$ cat src/lppf_pkg.sv
package lppf_pkg;

	// Clock rate in kHz so that millisecond figures stay integral.
	localparam int unsigned CLK_KHZ = 200000;

	// Cell sample period, typical figure in milliseconds.
	localparam int unsigned SAMPLE_MS = 8;
	localparam int unsigned SAMPLE_CYC = SAMPLE_MS * CLK_KHZ;

	// Overvoltage response delay, typical figure in milliseconds.
	localparam int unsigned OV_DELAY_MS = 17;
	localparam int unsigned OV_DELAY_CYC = OV_DELAY_MS * CLK_KHZ;

	// Overcurrent blanking defaults: tier one 50 ms, tier two 400 us.
	localparam int unsigned TIER1_MS = 50;
	localparam int unsigned TIER1_CYC = TIER1_MS * CLK_KHZ;
	localparam int unsigned TIER2_US = 400;
	localparam int unsigned TIER2_CYC = TIER2_US * (CLK_KHZ / 1000);

	// Hiccup off time as a multiple of the tier one delay.
	localparam int unsigned OFF_RATIO = 17;

	// Counter width, wide enough for 17 times the tier one delay.
	localparam int unsigned CNT_W = 32;

	// Number of cell comparator slots.
	localparam int unsigned NCELL = 4;

	// Cell scan index width and reset value.
	localparam logic [1:0] CELL_IDX_RST = 2'h0;

	// Protection states.
	typedef enum logic [1:0] {LPPF_NORMAL, LPPF_OVCHG, LPPF_SLEEP,
		LPPF_UVCHG} lppf_state_t;

	// Overcurrent states.
	typedef enum logic [1:0] {LPPF_OC_IDLE, LPPF_OC_BLANK1, LPPF_OC_OFF}
		lppf_oc_t;

endpackage

$ cat src/lppf_timer.sv
`timescale 1ns/1ps

// Qualification counter: counts while the condition holds, clears otherwise,
// and raises done once the condition has held for the limit in cycles.
module lppf_timer
	import lppf_pkg::*;
(
	// Clock and reset.
	input wire logic i_sys_clk,
	input wire logic i_rst,
	// Condition and limit.
	input wire logic i_run,
	input wire logic [CNT_W-1:0] i_limit,
	// Result.
	output logic o_done
);

	logic [CNT_W-1:0] cnt;
	logic [CNT_W-1:0] next_cnt;

	// Saturating count of consecutive cycles with the condition true.
	always_comb
	begin
		next_cnt = cnt;
		if (!i_run)
			next_cnt = '0;
		else if (cnt < i_limit)
			next_cnt = cnt + 1'b1;
	end

	always_ff @(posedge i_sys_clk or posedge i_rst)
	begin
		if (i_rst)
			cnt <= '0;
		else
			cnt <= next_cnt;
	end

	assign o_done = i_run && (cnt >= i_limit) && (i_limit != '0);

endmodule

$ cat src/lppf_protect.sv
`timescale 1ns/1ps

module lppf_protect
	import lppf_pkg::*;
#(
	parameter int unsigned SAMPLE_CYCLES = SAMPLE_CYC,
	parameter int unsigned OV_DELAY_CYCLES = OV_DELAY_CYC,
	parameter int unsigned TIER1_CYCLES = TIER1_CYC,
	parameter int unsigned TIER2_CYCLES = TIER2_CYC
)
(
	// Clock and reset.
	input wire logic i_sys_clk,
	input wire logic i_rst,
	// Per-cell comparator results, one bit per cell slot.
	input wire logic [NCELL-1:0] i_cell_over,
	input wire logic [NCELL-1:0] i_cell_under,
	input wire logic [NCELL-1:0] i_cell_ovr_clear,
	input wire logic [NCELL-1:0] i_cell_uv_clear,
	// Current-sense comparators on the sense low node.
	input wire logic i_sense_smart,
	input wire logic i_sense_tier1,
	input wire logic i_sense_tier2,
	// Pack control pins.
	input wire logic i_wakeup_sense,
	input wire logic i_charge_permit_in,
	input wire logic i_cell_count_select,
	// FET drives and status.
	output logic o_charge_fet_drive,
	output logic o_discharge_fet_drive,
	output logic o_sleep,
	output logic [1:0] o_cell_idx
);

	localparam logic [CNT_W-1:0] SAMPLE_LIM = CNT_W'(SAMPLE_CYCLES);
	localparam logic [CNT_W-1:0] OVD_LIM = CNT_W'(OV_DELAY_CYCLES);
	localparam logic [CNT_W-1:0] T1_LIM = CNT_W'(TIER1_CYCLES);
	localparam logic [CNT_W-1:0] T2_LIM = CNT_W'(TIER2_CYCLES);
	localparam logic [CNT_W-1:0] OFF_LIM = CNT_W'(OFF_RATIO * TIER1_CYCLES);

	lppf_state_t state;
	lppf_state_t next_state;
	lppf_oc_t oc;
	lppf_oc_t next_oc;
	logic [1:0] idx;
	logic [1:0] next_idx;
	logic [CNT_W-1:0] scnt;
	logic [CNT_W-1:0] next_scnt;
	logic [CNT_W-1:0] ocnt;
	logic [CNT_W-1:0] next_ocnt;
	logic [NCELL-1:0] ov_seen;
	logic [NCELL-1:0] next_ov_seen;
	logic [NCELL-1:0] uv_seen;
	logic [NCELL-1:0] next_uv_seen;
	logic [NCELL-1:0] ovr_ok;
	logic [NCELL-1:0] next_ovr_ok;
	logic [NCELL-1:0] uvr_ok;
	logic [NCELL-1:0] next_uvr_ok;
	logic charge_fet_drive;
	logic next_chg;
	logic discharge_fet_drive;
	logic next_discharge_fet_drive;
	logic [1:0] last_idx;
	logic scan_end;
	logic any_ov;
	logic any_uv;
	logic all_ovr;
	logic all_uvr;
	logic wake_prev;
	logic next_wake_prev;
	logic wake_rise;
	logic ov_done;
	logic t1_done;
	logic t2_done;
	logic hiccup_off;

	// Pin low or open selects four cells; tied high selects three.
	assign last_idx = i_cell_count_select ? 2'h2 : 2'h3;
	assign scan_end = (idx == last_idx) && (scnt == '0);

	// Results latched over one scan; the full scan gives the verdicts.
	assign any_ov = |(ov_seen | ({3'h0, 1'b1} << idx & {NCELL{1'b0}}));
	assign any_uv = |uv_seen;
	assign all_ovr = &ovr_ok;
	assign all_uvr = &uvr_ok;
	assign wake_rise = i_wakeup_sense && !wake_prev;

	// Overvoltage must persist for the response delay before charge drops.
	lppf_timer u_ov_delay (
		.i_sys_clk(i_sys_clk),
		.i_rst(i_rst),
		.i_run(any_ov && state == LPPF_NORMAL),
		.i_limit(OVD_LIM),
		.o_done(ov_done)
	);

	// Tier one blanking, qualified only while not already in hiccup off.
	lppf_timer u_tier1 (
		.i_sys_clk(i_sys_clk),
		.i_rst(i_rst),
		.i_run(i_sense_tier1 && oc != LPPF_OC_OFF),
		.i_limit(T1_LIM),
		.o_done(t1_done)
	);

	// Tier two blanking, shorter, same qualification.
	lppf_timer u_tier2 (
		.i_sys_clk(i_sys_clk),
		.i_rst(i_rst),
		.i_run(i_sense_tier2 && oc != LPPF_OC_OFF),
		.i_limit(T2_LIM),
		.o_done(t2_done)
	);

	assign hiccup_off = (oc == LPPF_OC_OFF);

	// Cell scan: one slot per sample tick, verdict sets rebuilt each pass.
	always_comb
	begin
		next_idx = idx;
		next_scnt = scnt;
		next_ov_seen = ov_seen;
		next_uv_seen = uv_seen;
		next_ovr_ok = ovr_ok;
		next_uvr_ok = uvr_ok;
		if (scnt >= SAMPLE_LIM / CNT_W'(NCELL))
		begin
			next_scnt = '0;
			// Compare the current slot and record its class.
			next_ov_seen[idx] = i_cell_over[idx];
			next_uv_seen[idx] = i_cell_under[idx];
			next_ovr_ok[idx] = i_cell_ovr_clear[idx];
			next_uvr_ok[idx] = i_cell_uv_clear[idx];
			next_idx = (idx == last_idx) ? CELL_IDX_RST : idx + 2'h1;
		end
		else
			next_scnt = scnt + 1'b1;
		// Unused slot in three-cell mode never votes.
		if (i_cell_count_select)
		begin
			next_ov_seen[3] = 1'b0;
			next_uv_seen[3] = 1'b0;
			next_ovr_ok[3] = 1'b1;
			next_uvr_ok[3] = 1'b1;
		end
	end

	// Protection state machine and FET decisions.
	always_comb
	begin
		next_state = state;
		next_wake_prev = i_wakeup_sense;
		next_chg = charge_fet_drive;
		next_discharge_fet_drive = discharge_fet_drive;
		case (state)
			LPPF_NORMAL:
			begin
				if (any_uv)
					next_state = LPPF_SLEEP;
				else if (ov_done)
					next_state = LPPF_OVCHG;
			end
			LPPF_OVCHG:
			begin
				if (any_uv)
					next_state = LPPF_SLEEP;
				else if (all_ovr && !any_ov)
					next_state = LPPF_NORMAL;
			end
			LPPF_SLEEP:
			begin
				if (wake_rise)
					next_state = LPPF_UVCHG;
			end
			LPPF_UVCHG:
			begin
				// One sample period of charge, then re-check.
				if (ocnt >= SAMPLE_LIM)
				begin
					if (all_uvr && !any_uv)
						next_state = LPPF_NORMAL;
					else
						next_state = LPPF_SLEEP;
				end
			end
			default:
				next_state = LPPF_SLEEP;
		endcase
		// Charge drive: high allows charge, low blocks it.
		case (next_state)
			LPPF_NORMAL:
				next_chg = i_charge_permit_in;
			LPPF_OVCHG:
				next_chg = i_sense_smart;
			LPPF_UVCHG:
				next_chg = i_charge_permit_in;
			default:
				next_chg = 1'b0;
		endcase
		// Discharge drive: high blocks discharge; overcurrent or hiccup off also blocks it outside sleep and undercharge charging.
		case (next_state)
			LPPF_SLEEP:
				next_discharge_fet_drive = 1'b1;
			LPPF_UVCHG:
				next_discharge_fet_drive = 1'b0;
			default:
				next_discharge_fet_drive = hiccup_off || t1_done || t2_done;
		endcase
	end

	// Hiccup controller and the sample-period counter in undercharge charging.
	always_comb
	begin
		next_oc = oc;
		next_ocnt = ocnt;
		case (oc)
			LPPF_OC_IDLE:
			begin
				next_ocnt = (state == LPPF_UVCHG) ? ocnt + 1'b1 : '0;
				if (state == LPPF_SLEEP || state == LPPF_UVCHG)
					next_oc = LPPF_OC_IDLE;
				else if (t1_done || t2_done)
				begin
					next_oc = LPPF_OC_OFF;
					next_ocnt = '0;
				end
			end
			LPPF_OC_OFF:
			begin
				next_ocnt = ocnt + 1'b1;
				// Both tiers share the off period set by delay one.
				if (ocnt >= OFF_LIM - 1'b1)
				begin
					next_oc = LPPF_OC_IDLE;
					next_ocnt = '0;
				end
				if (next_state == LPPF_SLEEP)
				begin
					next_oc = LPPF_OC_IDLE;
					next_ocnt = '0;
				end
			end
			default:
			begin
				next_oc = LPPF_OC_IDLE;
				next_ocnt = '0;
			end
		endcase
		if (state != next_state && next_state == LPPF_UVCHG)
			next_ocnt = '0;
	end

	always_ff @(posedge i_sys_clk or posedge i_rst)
	begin
		if (i_rst)
		begin
			state <= LPPF_NORMAL;
			oc <= LPPF_OC_IDLE;
			idx <= CELL_IDX_RST;
			scnt <= '0;
			ocnt <= '0;
			ov_seen <= '0;
			uv_seen <= '0;
			ovr_ok <= '1;
			uvr_ok <= '1;
			charge_fet_drive <= 1'b0;
			discharge_fet_drive <= 1'b1;
			wake_prev <= 1'b0;
		end
		else
		begin
			state <= next_state;
			oc <= next_oc;
			idx <= next_idx;
			scnt <= next_scnt;
			ocnt <= next_ocnt;
			ov_seen <= next_ov_seen;
			uv_seen <= next_uv_seen;
			ovr_ok <= next_ovr_ok;
			uvr_ok <= next_uvr_ok;
			charge_fet_drive <= next_chg;
			discharge_fet_drive <= next_discharge_fet_drive;
			wake_prev <= next_wake_prev;
		end
	end

	assign o_charge_fet_drive = charge_fet_drive;
	assign o_discharge_fet_drive = discharge_fet_drive;
	assign o_sleep = (state == LPPF_SLEEP);
	assign o_cell_idx = idx;

endmodule

$ cat config.mk
export PLATFORM = sky130hd
export DESIGN_NAME = lppf_protect
export DESIGN_NICKNAME = d
export VERILOG_FILES = /design/src/lppf_pkg.sv /design/src/lppf_timer.sv /design/src/lppf_protect.sv
export SDC_FILE = /design/constraint.sdc
export NUM_CORES = 1
export LEC_CHECK = 0
export BUFFER_PORTS_ARGS = -buffer_cell sky130_fd_sc_hd__clkbuf_2
export CAP_MARGIN = 40
export CELL_PAD_IN_SITES_DETAIL_PLACEMENT = 0
export CELL_PAD_IN_SITES_GLOBAL_PLACEMENT = 2
export CORE_UTILIZATION = 44
export DETAILED_ROUTE_END_ITERATION = 16
export GPL_TIMING_DRIVEN = 0
export PLACE_DENSITY_LB_ADDON = 0.1
export SYNTH_ARGS = -nofsm -noshare
export SYNTH_HDL_FRONTEND = slang
export SYNTH_SLANG_ARGS = --single-unit
$ cat constraint.sdc
create_clock -name i_sys_clk -period 11.06 [get_ports i_sys_clk]
set_input_delay 1.106 -clock i_sys_clk [delete_from_list [all_inputs] [get_ports i_sys_clk]]
set_output_delay 1.106 -clock i_sys_clk [all_outputs]
set_load 0.05 [all_outputs]
==> results by group <==
Setup path
  • Worst path max stage delay: 590 ps
  • Slowest-stage cell, CP: or4_1
  • Worst endpoint required time: 11320 ps
  • Maximum fanout along the worst path: 10
  • Crit Reg-Reg Startpoint: u_ov_delay.cnt[9]
  • CP dominant cell by count: o21ai_0
  • Critical path class: reg2reg
  • FF-to-FF End: ocnt[6]
  • Crit. End Element: flop
  • Critical Path Source Type: flop
  • R2R depth: 12
  • Reg2Reg Setup Slack: 7500 ps
  • Critical-path cell list: or4_1 -> o2111a_2 -> o21ai_0 -> nand2_1 -> o22ai_1 -> ha_1 -> nor2b_1 -> o2111ai_1 -> o21ai_0 -> nor2_1 -> clkbuf_1 -> nor4_1
  • Crit path launch: u_ov_delay.cnt[9]
  • Worst path bufs/invs: 1
  • Arrival time worst endpoint: 3820 ps
  • CP top delay family: simple AND/OR/NAND/NOR gates
  • Cell count along the critical path: 12

Logic synthesis
  • Top-count cell post-synth: dfrtp_1
  • Distinct cells, synth: 61
  • Top cells by area, synth: dfrtp_1, nor4_1, xnor2_1, nor2_1, nand2_1
  • Seq/Total Area, Yosys: 50.0%
  • Avg Cell Area, Syn: 10.0 um2
  • Post-synth ARST share: 100%
  • Number of synthesized flops with an enable pin: 0
  • Syn Std Cell Area: 0.00924 mm2
  • Top-area cell type share of the netlist area: between 40% and 50%
  • Most frequent cells after synthesis: dfrtp_1, nor2_1, nand2_1, nor4_1, clkbuf_1
  • Mapped Cells: 923
  • Synth area leader: dfrtp_1
  • Yosys reg bits: 184
  • Warnings from Yosys: 0
  • Prevailing post-synth register cell: dfrtp_1

Clock tree
  • Post-CTS resize count: 0
  • Reg clk slew, reported paths: 70 ps
  • # clock sinks: 184
  • CTS Buf Count: 17
  • Clk Latency, worst-skew pair: 420 ps
  • Post-CTS Setup Repair Bufs: 0
  • H-tree Lvls: 4
  • CTS tree: done
  • Clock root cell: clkbuf_16
  • CTS Buffer Depth: 2
  • CTS Hold Bufs: 0

GRT
  • Total gr overflow: 0
  • GRT Total Usage: between 20 and 25%
  • Initial antenna violation count: 0
  • Largest net degree at the start of global routing: 116
  • Global-route wire length before repair: 35600 um
  • Vias in the first global route: 7161

Placed design
  • Port bufs: 27
  • Gpl congestion: between 0.7 and 0.8
  • Hpwl dp: 14100 um
  • Worst slack at placement: 7460 ps

STA
  • Final Hold Vio Count: 0
  • Final setup TNS: 0 ps
  • Pins Over Slew Limit: 0
  • Final Worst Setup Slack: between 7000 and 8000 ps
  • Slew HR: 38.9%
  • RSZ-0062 raised after global routing: false
  • Setup-failing EPs final: 0
  • Achievable clock frequency: 281 MHz
  • Worst slew pin tran: 908 ps
  • Layout Skew: 11.6 ps
  • Tmin final: ~3600 ps
  • Final cycle utilization of the critical path: 32.2%

Route
  • Drt initial violations: around 450
  • Total Wirelength: 20500 um
  • Via Count: ~7300
  • Routed vias/inst: about 5.7
  • DRT antenna net count: 0
  • Drc violations: 0
  • First-pass detailed-route iteration total: 4
  • Routed WL per cell: 16.1 um

Layout
  • Final #Nets: ~1000
  • Area grow syn2layout: 12.6%
  • ANT cells: 0
  • Proportion of layout cells with a drive suffix above 1: 10.2%
  • FILL cells: 1927
  • Post-Route Utilization: around half

Die
  • Die height: 147 um
  • DIE AREA: around 0.022 mm2
  • Initial core utilization: 45.2%
  • I/O pin total: 29
  • Row cnt: 52
  • Core area: 0.0204 mm2
  • Die W: 147 um

Pwr
  • Pwr/cell area: 152 mW/mm2
  • VDD IR max: approximately 0.00012 V
  • LEAKAGE: ~0.0044 uW

Min path
  • Hold/Removal Path Class: reg2reg
  • Hold path startpoint: ocnt[0]
  • Hold Crit Depth: 1
  • Hold EP: ocnt[0]

Status
  • Status: completed

Job
  • Max-Cap Viols: 0
-- stage by stage --
step,hold slack [ps],instances,total power [uW],instance area (um2)
final,484,1267,1580,10400
after global routing,504,1267,1660,10400
after CTS,490,1266,1600,10400
after detailed placement,476,1236,988,9820
after global placement,469,1232,972,9750
after floorplan,454,935,926,9280
-- report_power, final --
part	switching (uW)	internal [uW]	leakage [uW]
Clock	250	359	0.000276
Sequential	36.3	731	0.00246
Combinational	112	89.8	0.00163
-- registers in the layout, indices dropped and copies added (netlist names) --
register               flops
o_discharge_fet_drive      1
scnt                      32
uv_seen                    4
ocnt                      32
u_tier2.cnt               32
state                      2
u_tier1.cnt               32
o_charge_fet_drive         1
o_cell_idx                 2
oc                         1
wake_prev                  1
ovr_ok                     4
ov_seen                    4
uvr_ok                     4
u_ov_delay.cnt            32
-- worst register-to-register path: stages (launching register included) --
cell	delay, ps
dfrtp_1	430
or4_1	590
o2111a_2	360
o21ai_0	340
nand2_1	130
o22ai_1	180
ha_1	230
nor2b_1	80
o2111ai_1	80
o21ai_0	110
nor2_1	340
clkbuf_1	400
nor4_1	120
-- layout by cell type (no fill, tap or decap), drive strengths merged, types with 16 or more instances in the layout --
cell type / Yosys / final
dfrtp: 175 / 175
a21oi: 38 / 38
inv: 21 / 21
nor4: 60 / 60
xor2: 21 / 21
ha: 17 / 17
nand2: 68 / 68
nand4: 26 / 26
clkbuf: 42 / 91
o21ai: 23 / 23
and3: 31 / 31
nor2: 72 / 72
or4: 22 / 22
o31ai: 16 / 16
xnor2: 36 / 36
and2: 34 / 34
nand3: 41 / 41
nor3: 23 / 23
-- cell families after synthesis --
logic type | count (synthesis) | share of synthesized area, %
multiplexers | 28 | 3.75
XOR/XNOR | 57 | 5.41
AND/OR/NAND/NOR | 431 | 25.5
buffers and inverters | 68 | 3.06
adder cells (fa/ha/maj) | 17 | 2.30
other | 1 | 0.0406
AO/OA/AOI/OAI | 137 | 9.96
flip-flops | 184 | 50.0
-- cell type report --
| type | instances | area [um2] | area share (%) |
|---|---|---|---|
| Sequential cell | 184 | 4620 | 44.4 |
| Tap cell | 270 | 338 | 3.25 |
| Multi-Input combinational cell | 683 | 4380 | 42.1 |
| Clock buffer | 22 | 454 | 4.37 |
| Clock inverter | 8 | 124 | 1.19 |
| Timing Repair Buffer | 32 | 194 | 1.87 |
| Inverter | 21 | 86.3 | 0.830 |
| Buffer | 47 | 204 | 1.96 |
-- per-layer routing --
metal  part of all wire [%]  track usage (%)  wire (um)
met5                      0                0          0
met4                   0.95             5.57        194
met3                    2.9             3.32        584
met1                     48             27.9       9760
met2                     48             33.4       9910
-- how the worst max path moves through the flow --
stage | end | slack (ps)
global route | ocnt[14] | 7240
finish | ocnt[6] | 7500
detailed placement | ocnt[23] | 7460
floorplan | o_cell_idx[0] | 4970
CTS | ocnt[6] | 7480
global placement | u_tier2.cnt[7] | 3070
No activity file was read; power rests on OpenSTA's default activity.
